## src/hdl/power_down_pkg.sv

```systemverilog
package power_down_pkg;

  // ==========================================================
  // Register map (byte addresses)
  localparam logic [3:0] MSTCR_TWO_ADDR   = 4'h0;
  localparam logic [3:0] STANDBY_CTL_ADDR = 4'h4;
  localparam logic [3:0] WAKE_CTL_ADDR    = 4'h8;
  localparam logic [3:0] STATUS_ADDR      = 4'hC;

  // ==========================================================
  // Module standby register fields
  localparam int MULTI_TIMER_BIT   = 13;
  localparam int COMPARE_TIMER_BIT = 12;
  localparam int CONV_ONE_BIT      = 5;
  localparam int CONV_ZERO_BIT     = 4;
  localparam int TRACE_DBG_BIT     = 3;
  localparam int DEBUG_IF_BIT      = 2;
  localparam int BREAK_CTL_BIT     = 0;
  localparam logic [15:0] MSTCR_WRITABLE = 16'h303D;
  localparam logic [15:0] MSTCR_FIXED_ONE = 16'hC0C0;
  localparam logic [15:0] MSTCR_RESET     = 16'hF0F0;

  // ==========================================================
  // Standby control and wake control fields
  localparam int STANDBY_SEL_BIT = 7;
  localparam int PORT_FLOAT_BIT  = 6;
  localparam int NMI_EDGE_BIT    = 0;
  localparam int WDT_CKS_LSB     = 4;
  localparam int WDT_CKS_WIDTH   = 3;
  localparam int SETTLE_BASE     = 2;

  // ==========================================================
  // Bus answers
  localparam logic [1:0] RESP_OKAY   = 2'h0;
  localparam logic [1:0] RESP_SLVERR = 2'h2;

  typedef enum logic [1:0] {
    RUN_STATE,
    SLEEP_STATE,
    STANDBY_STATE,
    SETTLE_STATE
  } power_state_type;

  typedef struct packed {
    logic multiTimer;
    logic compareTimer;
    logic converterOne;
    logic converterZero;
    logic traceDebugger;
    logic debugInterface;
    logic breakController;
  } module_stop_type;

endpackage
```

## src/hdl/power_down_mode_control.sv

```systemverilog
// The AXI4-Lite register port and the placing of the registers were decided locally.
`timescale 1ns/1ps
// Contract
// - Writable standby bit at 1 stops its peripheral; at 0 releases it.
// - Peripheral stop or resume takes effect at end of current bus cycle.
// - Bit 13 gates multi-function timer, resets to 1.
// - Bit 12 gates compare match timer, resets to 1.
// - Bit 0 gates break controller, resets to 0.
// - Bits 2, 3 gate debug units, reset 0, ignored while emulator pin high.
// - Reserved bits read fixed values; software writes those back.
// - Sleep instruction with standby select 0 enters sleep, CPU halts.
// - In sleep, all peripherals besides the CPU keep running.
// - Power-on reset pin low ends sleep and resets CPU until release.
// - Watchdog power-on reset also ends sleep.
// - Manual reset pin low with power-on pin high ends sleep.
// - Watchdog manual reset also ends sleep.
// - Sleep instruction with standby select 1 stops CPU, peripherals, oscillator.
// - CPU registers and RAM keep contents throughout standby.
// - Port float bit picks hold or high impedance pins in standby.
// - Selected interrupt edge in standby restarts oscillator feeding watchdog only.
// - Watchdog overflow restores chip clock, leaves standby, starts interrupt handling.
// - Power-on pin low in standby restarts oscillator and whole chip clock.
module power_down_mode_control
#(
  parameter int SETTLE_LIMIT = 65536
)
(
  input  wire logic                           core_clk,
  input  wire logic                           resetn,
  input  wire logic [3:0]                     s_axi_awaddr,
  input  wire logic                           s_axi_awvalid,
  output logic                                s_axi_awready,
  input  wire logic [31:0]                    s_axi_wdata,
  input  wire logic [3:0]                     s_axi_wstrb,
  input  wire logic                           s_axi_wvalid,
  output logic                                s_axi_wready,
  output logic [1:0]                          s_axi_bresp,
  output logic                                s_axi_bvalid,
  input  wire logic                           s_axi_bready,
  input  wire logic [3:0]                     s_axi_araddr,
  input  wire logic                           s_axi_arvalid,
  output logic                                s_axi_arready,
  output logic [31:0]                         s_axi_rdata,
  output logic [1:0]                          s_axi_rresp,
  output logic                                s_axi_rvalid,
  input  wire logic                           s_axi_rready,
  input  wire logic                           sleepExec,
  input  wire logic                           busCycleEnd,
  input  wire logic                           power_on_reset_pin_n,
  input  wire logic                           manual_reset_pin_n,
  input  wire logic                           watchdogPowerOnReset,
  input  wire logic                           watchdogManualReset,
  input  wire logic                           nmiPin,
  input  wire logic                           emulator_select_pin,
  output power_down_pkg::module_stop_type     moduleStop,
  output logic                                cpuHalt,
  output logic                                cpuReset,
  output logic                                cpuManualReset,
  output logic                                peripheralClockStop,
  output logic                                oscillatorStop,
  output logic                                watchdogClockOnly,
  output logic                                portFloat,
  output logic                                nmiExceptionStart,
  output logic                                sleepActive
);
  import power_down_pkg::*;

  if (SETTLE_LIMIT < 16 || SETTLE_LIMIT > 32'h00FFFFFF)
  begin : g_limit_check
    $error("SETTLE_LIMIT out of range");
  end

  // ==========================================================
  // Bus slave
  logic                     awHeld_q;
  logic                     wHeld_q;
  logic [3:0]               awAddr_q;
  logic [31:0]              wData_q;
  logic [3:0]               wStrb_q;
  logic [15:0]              mstcr_q;
  logic [1:0]               standbyCtl_q;
  logic                     nmiEdge_q;
  logic [WDT_CKS_WIDTH-1:0] wdtCks_q;
  power_state_type          state_q;
  logic [23:0]              settleCount_q;
  logic                     nmiPrev_q;

  wire       writeFire  = awHeld_q && wHeld_q && !s_axi_bvalid;
  wire       hitMstcr   = awAddr_q == MSTCR_TWO_ADDR;
  wire       hitStbyCtl = awAddr_q == STANDBY_CTL_ADDR;
  wire       hitWake    = awAddr_q == WAKE_CTL_ADDR;
  wire       writeOk    = hitMstcr || hitStbyCtl || hitWake || awAddr_q == STATUS_ADDR;
  wire       lowLane    = wStrb_q[0];
  wire       highLane   = wStrb_q[1];
  wire [15:0] laneMask  = {{8{highLane}}, {8{lowLane}}};
  wire [15:0] mstcrNext = (mstcr_q & ~(laneMask & MSTCR_WRITABLE))
                        | (wData_q[15:0] & laneMask & MSTCR_WRITABLE);
  wire       readMapped = s_axi_araddr inside {MSTCR_TWO_ADDR, STANDBY_CTL_ADDR,
                                              WAKE_CTL_ADDR, STATUS_ADDR};
  wire [31:0] readData  =
      (s_axi_araddr == MSTCR_TWO_ADDR)   ? {16'h0000, mstcr_q | MSTCR_FIXED_ONE} :
      (s_axi_araddr == STANDBY_CTL_ADDR) ? {24'h000000, standbyCtl_q, 6'h00} :
      (s_axi_araddr == WAKE_CTL_ADDR)    ? {24'h000000, 1'b0, wdtCks_q, 3'h0, nmiEdge_q} :
      (s_axi_araddr == STATUS_ADDR)      ? {30'h00000000, state_q} : 32'h00000000;

  always_ff @(posedge core_clk or negedge resetn)
  begin
    if (!resetn)
    begin
      awHeld_q <= 1'b0;
      wHeld_q  <= 1'b0;
      awAddr_q <= 4'h0;
      wData_q  <= 32'h00000000;
      wStrb_q  <= 4'h0;
    end
    else
    begin
      if (s_axi_awvalid && s_axi_awready)
      begin
        awHeld_q <= 1'b1;
        awAddr_q <= s_axi_awaddr;
      end
      else if (writeFire)
        awHeld_q <= 1'b0;
      if (s_axi_wvalid && s_axi_wready)
      begin
        wHeld_q <= 1'b1;
        wData_q <= s_axi_wdata;
        wStrb_q <= s_axi_wstrb;
      end
      else if (writeFire)
        wHeld_q <= 1'b0;
    end
  end

  always_ff @(posedge core_clk or negedge resetn)
  begin
    if (!resetn)
    begin
      s_axi_awready <= 1'b0;
      s_axi_wready  <= 1'b0;
      s_axi_bvalid  <= 1'b0;
      s_axi_bresp   <= RESP_OKAY;
      s_axi_arready <= 1'b0;
      s_axi_rvalid  <= 1'b0;
      s_axi_rresp   <= RESP_OKAY;
      s_axi_rdata   <= 32'h00000000;
    end
    else
    begin
      s_axi_awready <= !awHeld_q && !(s_axi_awvalid && s_axi_awready);
      s_axi_wready  <= !wHeld_q && !(s_axi_wvalid && s_axi_wready);
      if (writeFire)
      begin
        s_axi_bvalid <= 1'b1;
        s_axi_bresp  <= writeOk ? RESP_OKAY : RESP_SLVERR;
      end
      else if (s_axi_bready)
        s_axi_bvalid <= 1'b0;
      s_axi_arready <= !s_axi_rvalid && !(s_axi_arvalid && s_axi_arready);
      if (s_axi_arvalid && s_axi_arready)
      begin
        s_axi_rvalid <= 1'b1;
        s_axi_rdata  <= readData;
        s_axi_rresp  <= readMapped ? RESP_OKAY : RESP_SLVERR;
      end
      else if (s_axi_rready)
        s_axi_rvalid <= 1'b0;
    end
  end

  // ==========================================================
  // Control registers
  always_ff @(posedge core_clk or negedge resetn)
  begin
    if (!resetn)
    begin
      mstcr_q      <= MSTCR_RESET;
      standbyCtl_q <= 2'b00;
      nmiEdge_q    <= 1'b0;
      wdtCks_q     <= '0;
    end
    else if (writeFire)
    begin
      if (hitMstcr)
        mstcr_q <= mstcrNext;
      if (hitStbyCtl && lowLane)
        standbyCtl_q <= wData_q[STANDBY_SEL_BIT:PORT_FLOAT_BIT];
      if (hitWake && lowLane)
      begin
        nmiEdge_q <= wData_q[NMI_EDGE_BIT];
        wdtCks_q  <= wData_q[WDT_CKS_LSB +: WDT_CKS_WIDTH];
      end
    end
  end

  // ==========================================================
  // Peripheral stop, applied at bus cycle end
  wire debugIgnored = emulator_select_pin;
  wire [6:0] stopNext = {mstcr_q[MULTI_TIMER_BIT], mstcr_q[COMPARE_TIMER_BIT],
                         mstcr_q[CONV_ONE_BIT], mstcr_q[CONV_ZERO_BIT],
                         mstcr_q[TRACE_DBG_BIT] && !debugIgnored,
                         mstcr_q[DEBUG_IF_BIT] && !debugIgnored,
                         mstcr_q[BREAK_CTL_BIT]};

  always_ff @(posedge core_clk or negedge resetn)
  begin
    if (!resetn)
      moduleStop <= module_stop_type'(7'h78);
    else if (busCycleEnd)
      moduleStop <= module_stop_type'(stopNext);
  end

  // ==========================================================
  // Power state machine
  wire resetEvent   = !power_on_reset_pin_n || watchdogPowerOnReset;
  wire manualEvent  = (power_on_reset_pin_n && !manual_reset_pin_n) || watchdogManualReset;
  wire nmiRise      = nmiPin && !nmiPrev_q;
  wire nmiFall      = !nmiPin && nmiPrev_q;
  wire wakeEdge     = nmiEdge_q ? nmiRise : nmiFall;
  wire [23:0] settleTarget = 24'(SETTLE_LIMIT >> (SETTLE_BASE * (7 - wdtCks_q)));
  wire settleDone   = settleCount_q >= settleTarget;

  always_ff @(posedge core_clk or negedge resetn)
  begin
    if (!resetn)
    begin
      state_q       <= RUN_STATE;
      settleCount_q <= 24'h000000;
      nmiPrev_q     <= 1'b0;
    end
    else
    begin
      nmiPrev_q <= nmiPin;
      unique case (state_q)
        RUN_STATE:
          if (sleepExec && !resetEvent && !manualEvent)
            state_q <= standbyCtl_q[1] ? STANDBY_STATE : SLEEP_STATE;
        SLEEP_STATE:
          if (resetEvent || manualEvent)
            state_q <= RUN_STATE;
        STANDBY_STATE:
          if (!power_on_reset_pin_n)
            state_q <= RUN_STATE;
          else if (wakeEdge)
          begin
            state_q       <= SETTLE_STATE;
            settleCount_q <= 24'h000000;
          end
        SETTLE_STATE:
          if (!power_on_reset_pin_n || settleDone)
            state_q <= RUN_STATE;
          else
            settleCount_q <= settleCount_q + 24'h000001;
      endcase
    end
  end

  // ==========================================================
  // Outputs
  wire inStandby = state_q == STANDBY_STATE || state_q == SETTLE_STATE;

  always_ff @(posedge core_clk or negedge resetn)
  begin
    if (!resetn)
    begin
      cpuHalt             <= 1'b0;
      cpuReset            <= 1'b0;
      cpuManualReset      <= 1'b0;
      peripheralClockStop <= 1'b0;
      oscillatorStop      <= 1'b0;
      watchdogClockOnly   <= 1'b0;
      portFloat           <= 1'b0;
      nmiExceptionStart   <= 1'b0;
      sleepActive         <= 1'b0;
    end
    else
    begin
      cpuHalt             <= state_q != RUN_STATE;
      cpuReset            <= resetEvent;
      cpuManualReset      <= manualEvent && !resetEvent;
      peripheralClockStop <= inStandby;
      oscillatorStop      <= state_q == STANDBY_STATE;
      watchdogClockOnly   <= state_q == SETTLE_STATE;
      portFloat           <= inStandby && standbyCtl_q[0];
      nmiExceptionStart   <= state_q == SETTLE_STATE && settleDone
                             && power_on_reset_pin_n;
      sleepActive         <= state_q == SLEEP_STATE;
    end
  end

  // ==========================================================
  // Checks
  a_sleep_entry: assert property (@(posedge core_clk) disable iff (!resetn)
    state_q == RUN_STATE && sleepExec && !resetEvent && !manualEvent && !standbyCtl_q[1]
    |=> state_q == SLEEP_STATE)
    else $error("sleep not entered");
  a_standby_entry: assert property (@(posedge core_clk) disable iff (!resetn)
    state_q == RUN_STATE && sleepExec && !resetEvent && !manualEvent && standbyCtl_q[1]
    |=> state_q == STANDBY_STATE ##1 oscillatorStop && peripheralClockStop)
    else $error("standby not entered");
  a_sleep_reset: assert property (@(posedge core_clk) disable iff (!resetn)
    state_q == SLEEP_STATE && resetEvent |=> state_q == RUN_STATE ##0 cpuReset)
    else $error("reset did not end sleep");
  a_sleep_manual: assert property (@(posedge core_clk) disable iff (!resetn)
    state_q == SLEEP_STATE && manualEvent && !resetEvent |=> state_q == RUN_STATE)
    else $error("manual reset did not end sleep");
  a_wake_edge: assert property (@(posedge core_clk) disable iff (!resetn)
    state_q == STANDBY_STATE && power_on_reset_pin_n && wakeEdge
    |=> state_q == SETTLE_STATE ##1 watchdogClockOnly)
    else $error("edge wake missed");
  a_settle_exit: assert property (@(posedge core_clk) disable iff (!resetn)
    state_q == SETTLE_STATE && settleDone && power_on_reset_pin_n
    |=> state_q == RUN_STATE && nmiExceptionStart)
    else $error("overflow did not wake");
  a_standby_reset: assert property (@(posedge core_clk) disable iff (!resetn)
    inStandby && !power_on_reset_pin_n |=> state_q == RUN_STATE)
    else $error("reset pin did not wake");
  a_debug_ignore: assert property (@(posedge core_clk) disable iff (!resetn)
    busCycleEnd && emulator_select_pin |=> !moduleStop.traceDebugger && !moduleStop.debugInterface)
    else $error("debug gated under emulator");
  a_stop_hold: assert property (@(posedge core_clk) disable iff (!resetn)
    !busCycleEnd |=> $stable(moduleStop))
    else $error("stop changed mid cycle");
  a_float_pins: assert property (@(posedge core_clk) disable iff (!resetn)
    state_q == RUN_STATE |=> !portFloat)
    else $error("pins float while running");
  a_reset_follow: assert property (@(posedge core_clk) disable iff (!resetn)
    resetEvent |=> cpuReset)
    else $error("reset not passed to cpu");
  a_manual_follow: assert property (@(posedge core_clk) disable iff (!resetn)
    manualEvent && !resetEvent |=> cpuManualReset && !cpuReset)
    else $error("manual reset not passed to cpu");
  a_sleep_runs: assert property (@(posedge core_clk) disable iff (!resetn)
    state_q == SLEEP_STATE |=> cpuHalt && !peripheralClockStop && !oscillatorStop)
    else $error("peripherals stopped in sleep");

endmodule

```

## config.mk

```make
export PLATFORM = sky130hd
export DESIGN_NAME = power_down_mode_control
export DESIGN_NICKNAME = d
export VERILOG_FILES = /design/src/hdl/power_down_pkg.sv /design/src/hdl/power_down_mode_control.sv
export SDC_FILE = /design/constraint.sdc
export NUM_CORES = 1
export LEC_CHECK = 0
export BUFFER_PORTS_ARGS = -buffer_cell sky130_fd_sc_hd__buf_4
export CELL_PAD_IN_SITES_DETAIL_PLACEMENT = 0
export CELL_PAD_IN_SITES_GLOBAL_PLACEMENT = 2
export CORE_MARGIN = 2
export CORE_UTILIZATION = 35
export DETAILED_ROUTE_END_ITERATION = 8
export PLACE_DENSITY_LB_ADDON = 0.2
export SKIP_CTS_REPAIR_TIMING = 1
export SLEW_MARGIN = 25
export SYNTH_ARGS = -nofsm -noshare
export SYNTH_HDL_FRONTEND = slang
export SYNTH_SLANG_ARGS = --single-unit
```

## constraint.sdc

```tcl
create_clock -name core_clk -period 8.1 [get_ports core_clk]
set_clock_uncertainty 0.1 [all_clocks]
set_input_delay 0.81 -clock core_clk [delete_from_list [all_inputs] [get_ports core_clk]]
set_output_delay 0.81 -clock core_clk [all_outputs]
set_load 0.03 [all_outputs]
```

After elaboration in Yosys (flattened, before gate mapping):

Cells that the tools add are included.

* ROM bits: 0
* register bits after elaboration: 128
* RAM bits: 0
* logic and storage cells: 143
* memories: 0
* latch bits: 0

* multipliers: 0
* shift operators: 1
* muxes and demuxes: 25
* $lt $le $gt $ge: 1
* equal/unequal tests: 16
* bitwise operators: 4
* div/mod/pow operators: 0
* add/sub/neg operators: 2
* reductions and logical operators: 58

Operators with widths (number)
* $mux W24: 3
* $pmux W24 S2: 1
* $shr A17 B32 Y24 const A: 1
* $add A24 B1 Y24 const B: 1
* $ge A24 B24 Y1: 1
* $logic_and A1 B1 Y1: 21
* $mux W2: 9
* $and A16 B16 Y16: 1
* $eq A4 B4 Y1 const B: 4
* $mux W16: 1
* $not A14 Y16: 1
* $or A16 B14 Y16: 1
* $and A14 B14 Y14: 1
* $logic_not A1 Y1: 14
* $ne A2 B2 Y1 const B: 6
* $reduce_bool A2 Y1: 6
* $eq A4 B3 Y1 const B: 2
* $logic_not A4 Y1: 2
* $logic_or A1 B1 Y1: 8
* $mux W1: 8
* $mux W8: 1
* $pmux W2 S4: 1
* $reduce_and A4 Y1: 2
* $mux W7: 1
* 7 further kinds: 10

Logic depth before layout (Yosys ltp):

* word-level depth: 7
* depth in mapped cells: 11
* mapped depth without buffers: 9

Worst setup path after synthesis:

Ideal clock, no wire load.

* kind: register -> register
* start point: register wdtCks_q[2]
* end point: register settleCount_q[13]
* data arrival time: 2.419 ns
* cell stages (with the launch flop): 11
* path slack: 5.513 ns
* data required time: 7.931 ns
* cell sequence: dfrtp_1 -> clkbuf_1 -> or3b_2 -> ha_1 -> o21ai_0 -> nand2_1 -> a211oi_2 -> nand4_1 -> buf_2 -> or3_1 -> nand3_1

* word-level cells in the longest chain between the ends: 6

Ends and longest elaborated chain
* start, declared: RTL line power_down_mode_control.sv:83 `logic [WDT_CKS_WIDTH-1:0] wdtCks_q;`
* start signal, assigned: RTL line power_down_mode_control.sv:192 `wdtCks_q <= wData_q[WDT_CKS_LSB +: WDT_CKS_WIDTH];`
* $sub A3 B3 Y4: RTL line power_down_mode_control.sv:221 `wire [23:0] settleTarget = 24'(SETTLE_LIMIT >> (SETTLE_BASE * (7 - wdtCks_q)));`
* $shr A17 B32 Y24: RTL line power_down_mode_control.sv:221
* $ge A24 B24 Y1: RTL line power_down_mode_control.sv:222 `wire settleDone = settleCount_q >= settleTarget;`
* $logic_or A1 B1 Y1: RTL line power_down_mode_control.sv:251 `if (!power_on_reset_pin_n || settleDone)`
* $ne A2 B2 Y1 (no line)
* $reduce_and A4 Y1 (no line)
* end signal, assigned: RTL line power_down_mode_control.sv:254 `settleCount_q <= settleCount_q + 24'h000001;`
* end, declared: RTL line power_down_mode_control.sv:85 `logic [23:0] settleCount_q;`

No other way between the ends.
A chain may end at the register's enable or synchronous reset.

Worst setup path after layout:

* start point: register wdtCks_q[2]
* end point: register settleCount_q[12]

Same word-level chain as after synthesis.

==> flow_summary_export.csv <==
group,metric,value,unit
status,status,"completed",
clock_tree,path_clk_slew,70,ps
power_and_ir_drop,irDropWorstVdd,0.112,mV
clock_tree,cts_num_sinks,91,
final_layout,fillers,1156,
worst_setup_path,worst-path-buf-inv,0,
worst_setup_path,slowest_delay,780,ps
power_and_ir_drop,power.density,301,nW/um^2
detailed_routing,routed_wl,9160,um
sta,maxSlewViolCount,0,
worst_setup_path,cp.arrival,3680,ps
sta,tns,0,ps
clock_tree,tritoncts,"yes",
sta,slew_headroom,34.7,%
placement,gp_congestion,0.729,
detailed_routing,dr.pass1.iters,4,
synth,syn-cell-area,4250,um^2
worst_setup_path,crit_family,"simple AND/OR/NAND/NOR gates",
floorplan,die_h,114,um
job,cap_violations,0,
final_layout,drive_gt1_share,29.8,%
synth,synth_top_cell_by_area,"dfrtp_1",
synth,yosysTopAreaCellShare,48.9,%
synth,netlist_instances,386,
worst_setup_path,slowest_stage,"nand4_1",
worst_setup_path,crit_required,8240,ps
power_and_ir_drop,p_seq_share,45.7,%
detailed_routing,ant_nets,0,
detailed_routing,avgRoutedWirePerCell,15.2,um
synth,synth-edff-count,0,
floorplan,die_width,114,um
detailed_routing,num_vias,3065,
sta,tightest_slew,976,ps
clock_tree,clk_latency,350,ps
synth,synth_fa_ha_area_share,2.95,%
sta,hold_ws,352,ps
global_routing,antenna_found_initial,0,
worst_setup_path,critical_path_class,"flip-flop to flip-flop",
clock_tree,cts-buffers-inserted,9,
global_routing,grt_max_degree,55,
synth,ys_seq_area_share,53.9,%
final_layout,area_delta_synth_final,20.0,%
clock_tree,htreeDepth,3,
floorplan,dieArea,13000,um^2
final_layout,diodes,0,
synth,synth_cell_types,50,
placement,io_buffers,68,
power_and_ir_drop,p_sw_share,34.5,%
synth,synth_top_family_by_area,"simple AND/OR/NAND/NOR gates",
synth,synth-simple-area-share,15.4,%
detailed_routing,remaining_drc_errors,0,
sta,rsz0062_at_grt,"no",
clock_tree,cts-root-buf,"clkbuf_16",
synth,ys.flop_type,"dfrtp_1",
detailed_routing,viasPerCell,5.07,
global_routing,overflow,0,
placement,dp.final_hpwl,6490,um
sta,hold_viol_final,0,
detailed_routing,drtIter0Drc,200,
worst_setup_path,crit_top_cell,"or3_1",
synth,synth_xor_area_share,0,%
power_and_ir_drop,p_sw,0.000528,W
final_layout,nets,521,
synth,synth_compound_area_share,11.4,%
sta,min_period,3540,ps
worst_setup_path,worstSetupStartpointType,"flip-flop",
min_path,hold_class,"flip-flop to flip-flop",
power_and_ir_drop,intPower,0.00100,W
global_routing,grt_pass1_vias,2922,
power_and_ir_drop,power.leakage,2.40,nW
floorplan,core,11900,um^2
synth,synth.area.mux_share,8.96,%
power_and_ir_drop,combPwrFrac,27.9,%
sta,max_freq,282,MHz
sta,setup_viol,0,
power_and_ir_drop,p_clk_share,26.4,%
floorplan,start_util,35.6,%
floorplan,num_rows,40,
synth,yosysWarnings,0,
global_routing,grt_use_total,15.1,%
global_routing,grt_pass1_wl,15200,um
clock_tree,clockBufferDepth,2,
synth,synthArstFlopShare,100,%
worst_setup_path,crit_fanout,22,
sta,finalCritPeriodShare,43.7,%
floorplan,pin_count,116,
synth,yosys_register_bits,91,
worst_setup_path,cp-end-kind,"flip-flop",
synth,synth_area_leaders,"dfrtp_1 (49%), mux2_2 (8.5%), dfstp_2 (5.0%), buf_4 (4.2%), nand2_1 (3.1%)",
worst_setup_path,crit_path_cell_trace,"or3_1 > ha_1 > o311ai_2 > nand3_1 > nand4b_1 > nand4_1 > or3_1 > o211ai_1",
synth,syn_area_per_cell,11.0,um^2
[worst register-to-register path, stage by stage (launching register included)]
cell	delay (ps)
dfrtp_1	500
or3_1	420
ha_1	290
o311ai_2	320
nand3_1	130
nand4b_1	140
nand4_1	780
or3_1	660
o211ai_1	100
[placed cells by master, fill, tap and decap left out, types with 5 or more instances in the layout]
cell type,instances
o31ai_1,8
buf_4,71
and2_1,7
inv_1,18
ha_1,10
nor2_1,18
nand3_1,12
nand2_1,35
dfrtp_1,83
conb_1,22
mux2_2,32
clkbuf_16,9
nor3_1,11
nand3b_1,6
dfstp_2,8
o21ai_0,25
a21oi_1,10
or3_1,5
[metal layers]
layer / global-route usage, % / up-vias / part of all wire [%]
li1: - / 1470 / -
met1: 22.0 / 1492 / 51
met2: 21.2 / 87 / 42
met3: 2.70 / 16 / 4.3
met4: 8.29 / 0 / 2.7
met5: 0 / - / 0
[logic make-up (layout without fill, tap and decap cells)]
family	Yosys count	after routing
DFF	91	91
muxes	34	34
AOI/OAI and AO/OA	72	72
adders and majority gates	10	10
buffers and inverters	57	107
other	1	22
and+or+nand+nor	121	121
[final timing paths]
check                            start  cells past startpoint  slack, ps           endpoint
max                        wdtCks_q[2]                      8       4560  settleCount_q[12]
max in group asynchronous       resetn                      2       6480      moduleStop[6]
max reg2reg                wdtCks_q[2]                      8       4560  settleCount_q[12]
min in group asynchronous       resetn                      1        400     cpuManualReset
min                           awHeld_q                      1        350      s_axi_awready
min reg2reg                   awHeld_q                      1        350      s_axi_awready
[state kept, by name (all words and copies together), names as in the netlist, 2 cells and up, named ones only]
name	cells
moduleStop	7
state_q	2
s_axi_rdata	11
awAddr_q	4
standbyCtl_q	2
settleCount_q	24
wData_q	9
wdtCks_q	3
wStrb_q	2
[cells in the mapped netlist (5+ instances only)]
library cell / number
dfrtp_1: 83
nand2_1: 35
mux2_2: 32
o21ai_0: 25
buf_4: 24
inv_1: 18
nor2_1: 18
nand3_1: 12
nor3_1: 11
a21oi_1: 10
clkbuf_1: 10
ha_1: 10
dfstp_2: 8
o31ai_1: 8
and2_1: 7
nand3b_1: 6
or3_1: 5
[metrics by stage]
stage	instance area (um^2)	util, %	setup WS [ps]	power [W]	std cells
3_5_place_dp	4810	40.4	4540	0.00114	588
6_report	5100	42.8	4560	0.00153	604
5_1_grt	5100	42.8	4260	0.00163	604
2_1_floorplan	4320	-	5510	0.000991	407
3_3_place_gp	4810	40.4	4560	0.00113	588
4_1_cts	5100	42.8	4500	0.00156	604
[area by class of cell]
type	count	area (um^2)	area share (%)
clock inverter	6	48.8	0.958
inverter	20	75.1	1.47
tap	147	184	3.61
sequential	91	2290	44.9
clock buffer	10	239	4.69
multi-input combinational	259	1730	33.9
timing repair buffer	71	533	10.5
[power groups by stage]
stage	sequential, W	combinational (W)	clock [W]
after floorplan	0.000744	0.000247	0
after global placement	0.000705	0.000426	0
after detailed placement	0.000710	0.000434	0
after CTS	0.000702	0.000435	0.000423
after global routing	0.000722	0.000469	0.000438
final	0.000700	0.000427	0.000405
No activity file was read; power rests on OpenSTA's default activity.
